[src/pkg/stc_pkg.sv]
// Package for the sixteen-bit timer/counter: widths, reset values and encodings.
// Assumes a single system clock at 20 MHz and a synchronous active-high reset.
package stc_pkg;
   localparam int STC_WIDTH = 16;
   localparam logic [15:0] STC_COUNT_RESET = 16'h0000;
   localparam logic [15:0] STC_MAX_COUNT = 16'hffff;
   localparam logic [15:0] STC_CAPTURE_RESET = 16'h0000;
   localparam logic [15:0] STC_COMPARE_RESET = 16'h0000;
   // Prescale select: divide by 2^(sel+3), so 0 gives 8 and 8 gives 2048.
   localparam int STC_PRESCALE_BASE = 3;
   localparam logic [3:0] STC_PRESCALE_MAX_SEL = 4'h8;
   localparam logic [3:0] STC_PRESCALE_RESET = 4'h0;
   localparam int STC_PRESCALE_CNT_W = 11;
   // Output mode encodings per timer output.
   typedef enum logic [1:0] {
      STC_OUT_FIXED,
      STC_OUT_TOGGLE,
      STC_OUT_PWM,
      STC_OUT_ONESHOT
   } stc_out_mode_type;
   // Event edge selection.
   typedef enum logic [1:0] {
      STC_EDGE_RISE,
      STC_EDGE_FALL,
      STC_EDGE_BOTH,
      STC_EDGE_NONE
   } stc_edge_type;
   localparam int STC_SYNC_STAGES = 2;
endpackage : stc_pkg

[src/stc_edge_detect.sv]
// Event input synchroniser and edge detector for the timer/counter.
// Assumes the event input is asynchronous to sys_clk_in.
`timescale 1ns/1ps
`default_nettype none
module stc_edge_detect
   import stc_pkg::*;
(
   input wire logic sys_clk_in,
   input wire logic reset_in,
   input wire logic clk_en_in,
   input wire logic event_in,
   input wire logic [1:0] edge_sel_in,
   output logic edge_out
);
   logic sync_a;
   logic sync_b;
   logic last;
   logic next_sync_a;
   logic next_sync_b;
   logic next_last;

   // Next values of the two synchroniser stages and the delayed sample.
   always_comb begin
      next_sync_a = event_in;
      next_sync_b = sync_a;
      next_last = sync_b;
   end

   // Registers of the synchroniser; only the second stage feeds the edge logic.
   always_ff @(posedge sys_clk_in) begin
      if (reset_in) begin
         sync_a <= 1'b0;
         sync_b <= 1'b0;
         last <= 1'b0;
      end else if (clk_en_in) begin
         sync_a <= next_sync_a;
         sync_b <= next_sync_b;
         last <= next_last;
      end
   end

   // Picks the rising, falling or both edges as the valid edge.
   always_comb begin
      case (stc_edge_type'(edge_sel_in))
         STC_EDGE_RISE: edge_out = clk_en_in & sync_b & ~last;
         STC_EDGE_FALL: edge_out = clk_en_in & ~sync_b & last;
         STC_EDGE_BOTH: edge_out = clk_en_in & (sync_b ^ last);
         default: edge_out = 1'b0;
      endcase
   end
endmodule : stc_edge_detect
`default_nettype wire

[src/stc_timer.sv]
// Sixteen-bit timer/counter with two compare channels, capture and two timer outputs.
// Assumes software drives the control ports synchronously to sys_clk_in;
// the event input is a pin and is synchronised inside.
`timescale 1ns/1ps
`default_nettype none
module stc_timer
   import stc_pkg::*;
(
   input wire logic sys_clk_in,
   input wire logic reset_in,
   input wire logic clk_en_in,
   input wire logic count_enable_bit_in,
   input wire logic event_count_mode_in,
   input wire logic [3:0] prescale_sel_in,
   input wire logic [1:0] edge_sel_in,
   input wire logic clear_on_match_b_in,
   input wire logic [15:0] compare_a_data_in,
   input wire logic compare_a_write_in,
   input wire logic [15:0] compare_b_data_in,
   input wire logic compare_b_write_in,
   input wire logic overflow_clear_in,
   input wire logic [1:0] out_mode_a_in,
   input wire logic [1:0] out_mode_b_in,
   input wire logic out_enable_a_in,
   input wire logic out_enable_b_in,
   input wire logic active_low_a_in,
   input wire logic active_low_b_in,
   input wire logic oneshot_start_a_in,
   input wire logic oneshot_start_b_in,
   input wire logic ext_event_input,
   output logic [15:0] count_register_out,
   output logic [15:0] compare_reg_a_out,
   output logic [15:0] compare_reg_b_out,
   output logic [15:0] capture_reg_out,
   output logic overflow_flag_out,
   output logic compare_irq_a_out,
   output logic compare_irq_b_out,
   output logic capture_event_out,
   output logic timer_out_a_out,
   output logic timer_out_b_out
);
   // Elaboration check: the prescaler counter must hold the largest divide ratio minus one.
   // A narrower counter would wrap before it reached the limit and never tick.
   if ((1 << (int'(STC_PRESCALE_MAX_SEL) + STC_PRESCALE_BASE)) >
       (1 << STC_PRESCALE_CNT_W)) begin : g_prescale_check
      $error("Prescaler counter too narrow for the largest divide ratio.");
   end
   // Elaboration check: the register ports are fixed at sixteen bits.
   if (STC_WIDTH != 16) begin : g_width_check
      $error("Counter width must match the sixteen-bit register ports.");
   end

   // Divide ratio minus one for a prescale select, clamped to the largest ratio.
   function automatic logic [10:0] stc_div_limit(input logic [3:0] sel);
      logic [3:0] s;
      s = (sel > STC_PRESCALE_MAX_SEL) ? STC_PRESCALE_MAX_SEL : sel;
      stc_div_limit = 11'((32'd1 << (int'(s) + STC_PRESCALE_BASE)) - 32'd1);
   endfunction : stc_div_limit

   // A compare hit counts only on a count clock of a started, enabled counter.
   function automatic logic stc_hit(input logic run, input logic step,
                                    input logic [15:0] cnt, input logic [15:0] cmp_val);
      stc_hit = run & step & (cnt == cmp_val);
   endfunction : stc_hit

   // Next level of a timer output for its mode on match, overflow and software start.
   // Fixed mode and any unknown code hold the output at its inactive level.
   function automatic logic stc_out_next(input logic cur, input logic [1:0] mode,
                                         input logic match_own, input logic match_per,
                                         input logic ovf, input logic start);
      logic nxt;
      nxt = cur;
      case (stc_out_mode_type'(mode))
         STC_OUT_TOGGLE: nxt = match_own ? ~cur : cur;
         STC_OUT_PWM: begin
            if (match_own)
               nxt = 1'b0;
            else if (match_per | ovf)
               nxt = 1'b1;
         end
         STC_OUT_ONESHOT: begin
            if (start)
               nxt = 1'b1;
            else if (match_own)
               nxt = 1'b0;
         end
         default: nxt = 1'b0;
      endcase
      stc_out_next = nxt;
   endfunction : stc_out_next

   // Registered state of the counter, compare, capture and output paths.
   logic [10:0] prescale_cnt;
   logic [15:0] count;
   logic [15:0] cmp_a;
   logic [15:0] cmp_b;
   logic [15:0] cap;
   logic ovf_flag;
   logic started;
   logic out_a;
   logic out_b;
   logic irq_a;
   logic irq_b;
   logic cap_pulse;

   // Next values computed each cycle and registered below.
   logic [10:0] next_prescale_cnt;
   logic [15:0] next_count;
   logic [15:0] next_cmp_a;
   logic [15:0] next_cmp_b;
   logic [15:0] next_cap;
   logic next_ovf_flag;
   logic next_started;
   logic next_out_a;
   logic next_out_b;
   logic next_irq_a;
   logic next_irq_b;
   logic next_cap_pulse;

   // Strobes decoded in the current cycle.
   logic event_edge;
   logic tick;
   logic match_a;
   logic match_b;
   logic wrap;

   // Synchronised valid edge of the event input.
   // The pin is asynchronous, so only the detector's second stage reaches logic here.
   stc_edge_detect u_edge (
      .sys_clk_in(sys_clk_in),
      .reset_in(reset_in),
      .clk_en_in(clk_en_in),
      .event_in(ext_event_input),
      .edge_sel_in(edge_sel_in),
      .edge_out(event_edge)
   );

   // Count clock selection: divided system clock or the event input edge.
   // The prescaler is held at zero while stopped, so the first count clock comes a full
   // divided period after enabling, as does every later one.
   always_comb begin
      next_prescale_cnt = prescale_cnt;
      tick = 1'b0;
      if (!count_enable_bit_in) begin
         next_prescale_cnt = '0;
      end else if (event_count_mode_in) begin
         tick = event_edge;
      end else if (prescale_cnt >= stc_div_limit(prescale_sel_in)) begin
         next_prescale_cnt = '0;
         tick = 1'b1;
      end else begin
         next_prescale_cnt = prescale_cnt + 11'h001;
      end
   end

   // Match signals only exist while counting and on a count clock edge.
   // The count is compared before it advances, so a request follows the count clock
   // that finds the compare value, and the counter then shows that value plus one, or zero where a clearing match b resets it.
   always_comb begin
      match_a = stc_hit(count_enable_bit_in & started, tick, count, cmp_a);
      match_b = stc_hit(count_enable_bit_in & started, tick, count, cmp_b);
      wrap = stc_hit(count_enable_bit_in & started, tick, count, STC_MAX_COUNT);
   end

   // Counter, overflow and start tracking.
   // The software clear is applied first, so an overflow in the same cycle wins.
   always_comb begin
      next_count = count;
      next_started = started;
      next_ovf_flag = ovf_flag;
      if (overflow_clear_in)
         next_ovf_flag = 1'b0;
      if (!count_enable_bit_in) begin
         next_count = STC_COUNT_RESET;
         next_started = 1'b0;
      end else if (tick) begin
         if (!started) begin
            next_count = STC_COUNT_RESET;
            next_started = 1'b1;
         end else if (match_b && clear_on_match_b_in) begin
            next_count = STC_COUNT_RESET;
         end else if (wrap) begin
            next_count = STC_COUNT_RESET;
            next_ovf_flag = 1'b1;
         end else begin
            next_count = count + 16'h0001;
         end
      end
   end

   // Compare writes, capture on valid edges and output generation.
   // Capture takes the count before this cycle's increment, so widths are whole count clocks.
   // Output b has no later match to start its PWM period, so it rises on overflow only.
   always_comb begin
      next_cmp_a = compare_a_write_in ? compare_a_data_in : cmp_a;
      next_cmp_b = compare_b_write_in ? compare_b_data_in : cmp_b;
      next_cap = cap;
      next_cap_pulse = 1'b0;
      if (count_enable_bit_in && started && event_edge) begin
         next_cap = count;
         next_cap_pulse = 1'b1;
      end
      next_irq_a = match_a;
      next_irq_b = match_b;
      next_out_a = stc_out_next(out_a, out_mode_a_in, match_a, match_b, wrap,
                                oneshot_start_a_in);
      next_out_b = stc_out_next(out_b, out_mode_b_in, match_b, match_b, wrap,
                                oneshot_start_b_in);
   end

   // State registers; clock enable low freezes everything.
   always_ff @(posedge sys_clk_in) begin
      if (reset_in) begin
         prescale_cnt <= '0;
         count <= STC_COUNT_RESET;
         cmp_a <= STC_COMPARE_RESET;
         cmp_b <= STC_COMPARE_RESET;
         cap <= STC_CAPTURE_RESET;
         ovf_flag <= 1'b0;
         started <= 1'b0;
         out_a <= 1'b0;
         out_b <= 1'b0;
         irq_a <= 1'b0;
         irq_b <= 1'b0;
         cap_pulse <= 1'b0;
      end else if (clk_en_in) begin
         prescale_cnt <= next_prescale_cnt;
         count <= next_count;
         cmp_a <= next_cmp_a;
         cmp_b <= next_cmp_b;
         cap <= next_cap;
         ovf_flag <= next_ovf_flag;
         started <= next_started;
         out_a <= next_out_a;
         out_b <= next_out_b;
         irq_a <= next_irq_a;
         irq_b <= next_irq_b;
         cap_pulse <= next_cap_pulse;
      end
   end

   // Register views and pins; a disabled output shows its inactive level.
   // Pulse outputs are gated by the clock enable so that a frozen block repeats no request.
   always_comb begin
      count_register_out = count;
      compare_reg_a_out = cmp_a;
      compare_reg_b_out = cmp_b;
      capture_reg_out = cap;
      overflow_flag_out = ovf_flag;
      compare_irq_a_out = irq_a & clk_en_in;
      compare_irq_b_out = irq_b & clk_en_in;
      capture_event_out = cap_pulse & clk_en_in;
      timer_out_a_out = (out_enable_a_in & out_a) ^ active_low_a_in;
      timer_out_b_out = (out_enable_b_in & out_b) ^ active_low_b_in;
   end
endmodule : stc_timer
`default_nettype wire

[config.mk]
export PLATFORM = sky130hd
export DESIGN_NAME = stc_timer
export DESIGN_NICKNAME = d
export VERILOG_FILES = /design/src/pkg/stc_pkg.sv /design/src/stc_edge_detect.sv /design/src/stc_timer.sv
export SDC_FILE = /design/constraint.sdc
export NUM_CORES = 1
export LEC_CHECK = 0
export ABC_AREA = 1
export BUFFER_PORTS_ARGS = -buffer_cell sky130_fd_sc_hd__buf_2
export CORE_AREA = 2 2 95 97
export CTS_CLUSTER_SIZE = 40
export DETAILED_ROUTE_END_ITERATION = 7
export DIE_AREA = 0 0 97 99
export PLACE_DENSITY_LB_ADDON = 0.3
export SLEW_MARGIN = 40
export SYNTH_ARGS = -nofsm -noshare
export SYNTH_HDL_FRONTEND = slang
export SYNTH_SLANG_ARGS = --single-unit
[constraint.sdc]
create_clock -name sys_clk_in -period 3 [get_ports sys_clk_in]
set_clock_uncertainty 0.1 [all_clocks]
set_input_delay 0 -clock sys_clk_in [delete_from_list [all_inputs] [get_ports sys_clk_in]]
set_output_delay 0 -clock sys_clk_in [all_outputs]
set_load 0.01 [all_outputs]
==> results.ini <==
[clock_network]
cts_buffer_depth = 2
cts_setup_buffers = 0
clk_latency_ns = 0.36
cts_tree = done
cts-root-buf = clkbuf_8
clk_pin_slew_ns = 0.08
holdBufCountCts = 40
cts_buffers = 9
cts_max_level = 3
clkSinkCount = 85
cts_resized = 0

[worst_setup_path]
worstReg2RegStart = count_register_out[1]$_SDFFE_PP0P_
cp_num_buf_inv = 1
criticalPathCategory = reg2reg
crit_chain = ha_1 -> nand3_4 -> nor2_4 -> nand4_2 -> nor2_1 -> nand4_1 -> nor2_4 -> nand3_1 -> a21oi_1 -> dlygate4sd3_1
crit_cells = 10
worstReg2RegEnd = overflow_flag_out$_SDFFE_PP0P_
critical_path.top_delay_family = simple AND/OR/NAND/NOR gates
r2r_setup_slack_ns = 0.26
crit_path_frequent_cell = nor2_4
crit_path_end_kind = flop
crit_arrival_ns = 2.95
slowest_delay_ns = 0.57
r2r_cells = 10
worst_path_max_delay_cell = dfxtp_1
critPathLaunchType = flop
crit_required_ns = 3.21
cp_max_fo = 7

[pwr]
p_per_area_mw_per_mm2 = 427.3
peakVddDrop_mv = 0.2456
leakage_nw = 2.793

[timing]
min_period_over_period = 0.9125
fmax_ghz = 0.3653
timing.final.hold_violations = 0
setup_viol = 0
grt_setup_unrepaired = false
slew_viol_final = 0
setup_tns_ns = 0
slew_headroom = 0.4909
finalCriticalPeriod_ns = 2.738
worst_slew_pin_slew_ns = 0.7628

[floorplanning]
die_y_um = 99
dieArea_mm2 = 0.009603
fp-row-count = 34
initial_utilization = 0.5525
ios = 128
core_mm2 = 0.008551
die_x_um = 97

[worst_hold_path]
min_path_cells = 8
min_from = oneshot_start_a_in
hold_class = in2reg
min_to = out_a$_SDFFE_PP0P_

[global_routing]
groute.usage.overall = 0.2792
grt_overflow = 0
grt_pass1_vias = 4619
antenna_found_initial = 0
grt_pass1_wl_mm = 21.80
grt_max_degree = 32

[final_layout]
area_growth_pct = 26.11
regArea_mm2 = 0.001702
multi_input_area_mm2 = 0.002567
utilization = 0.6968
fill_cells = 715
nets = 901
fin_area_mm2 = 0.005958
antenna_cells = 0
drive_above_1_share = 0.2038

[synthesis]
ys_ff_latch = 85
synthDominantCellAreaShare = 0.3602
syn_area_mm2 = 0.004725
synthCells = 678
synth.avg_cell_area_um2 = 6.968
synth_flop_cell = dfxtp_1
synth-async-reset-ratio = 0
synthTopCellsByArea = dfxtp_1 (36%), nand2_1 (10%), nor2_1 (9.1%)
ys_seq_area_frac = 0.3602
synth_top_area_cell = dfxtp_1
yosysWarnings = 0
synth.distinct_cells = 43
synth-edff-count = 0

[run]
drv_cap = 0

[drt]
wirelength_mm = 13.41
drcViolationCount = 0
vias = 4917
drt_first_pass_iters = 6
final_antenna_net_count = 0
wl_per_cell_um = 14.23
via_per_inst = 5.220
drt-initial-drc-count = 383

[placement]
gp_congestion = 0.9294
portBuffers = 127
placed_cell_area_mm2 = 0.005318
dp_hpwl_mm = 9.326

[outcome]
status = finished clean

[cell usage in the layout (no fill, tap or decap), types with 4 or more instances in the layout]
| cell | instances |
|---|---|
| a21oi_1 | 58 |
| buf_2 | 127 |
| clkbuf_8 | 10 |
| dfxtp_1 | 85 |
| dlygate4sd3_1 | 40 |
| ha_1 | 14 |
| inv_1 | 62 |
| inv_2 | 7 |
| nand2_1 | 131 |
| nand3_1 | 28 |
| nand3_2 | 4 |
| nand4_1 | 8 |
| nor2_1 | 115 |
| nor3_1 | 9 |
| nor3b_1 | 4 |
| o21ai_0 | 57 |
| xnor2_1 | 24 |
| xor2_1 | 12 |
[layout make-up]
cell class,instances,share of cell area
clock buffers,12,0.02436
multi-input cells,494,0.4309
repair buffers,169,0.1764
clock inverters,4,0.01596
well taps,108,0.02268
inverters,70,0.04410
flip-flops and latches,85,0.2856
[tightest hold or removal path, stage by stage]
cell and delay (ns):
buf_2 0.08, a21oi_1 0.06, nand2_1 0.06, nand2_1 0.06, inv_1 0.06, nand2_1 0.04
nand2_1 0.05, nor2_1 0.04
[layer usage]
metal,GRT usage,vias up,share of wire
met5,0,-,0
met2,0.4733,181,0.47
met3,0.05035,39,0.063
li1,-,2482,-
met1,0.3539,2215,0.44
met4,0.1116,0,0.027
[registers in the layout, summed over array words and instances, names as in the netlist, 11 cells and up]
register            flops
compare_reg_b_out      16
prescale_cnt           11
count_register_out     16
capture_reg_out        16
compare_reg_a_out      16
[stage by stage]
stage	power (mW)	worst slack, ns	hold WS (ns)	instances
finish	2.546	0.2624	0.02090	942
global route	2.647	0.1237	0.05432	942
CTS	2.543	0.2907	0.02029	942
detailed placement	1.536	0.5970	0.1459	886
global placement	1.525	0.7055	0.1441	886
floorplan	1.426	0.9881	-0.01233	680
[where the power goes]
group / internal [mW] / switching [mW] / total [mW]
clock network: 0.576 / 0.413 / 0.988
logic: 0.161 / 0.196 / 0.357
registers: 1.17 / 0.0340 / 1.20
[synthesized netlist by cell type, types with 6 or more instances]
| cell type | count |
|---|---|
| o21ai_0 | 57 |
| inv_1 | 62 |
| xor2_1 | 12 |
| nor2_1 | 115 |
| ha_1 | 14 |
| nand3_1 | 28 |
| nand4_1 | 8 |
| buf_6 | 6 |
| nand2_1 | 131 |
| xnor2_1 | 24 |
| a21oi_1 | 58 |
| clkbuf_1 | 12 |
| inv_2 | 7 |
| nor3_1 | 9 |
| dfxtp_1 | 85 |
[cells by family after synthesis]
family | Yosys count | share of synthesized area
buffers and inverters | 101 | 0.09798
DFF | 85 | 0.3602
xor gates and xnor gates | 36 | 0.06674
adders and majority gates | 14 | 0.03708
other | 1 | 0.0007937
and+or+nand+nor | 316 | 0.3008
AOI/OAI and AO/OA | 125 | 0.1364
[worst max-delay path by stage]
stage                                             from                             endpoint
finish              count_register_out[1]$_SDFFE_PP0P_       overflow_flag_out$_SDFFE_PP0P_
global route        count_register_out[1]$_SDFFE_PP0P_       overflow_flag_out$_SDFFE_PP0P_
CTS                 count_register_out[1]$_SDFFE_PP0P_       overflow_flag_out$_SDFFE_PP0P_
detailed placement                  prescale_sel_in[1]   count_register_out[7]$_SDFFE_PP0P_
global placement                    prescale_sel_in[0]  count_register_out[13]$_SDFFE_PP0P_
floorplan                           prescale_sel_in[1]  count_register_out[11]$_SDFFE_PP0P_
Note: power is estimated with default switching activity, not from simulation.
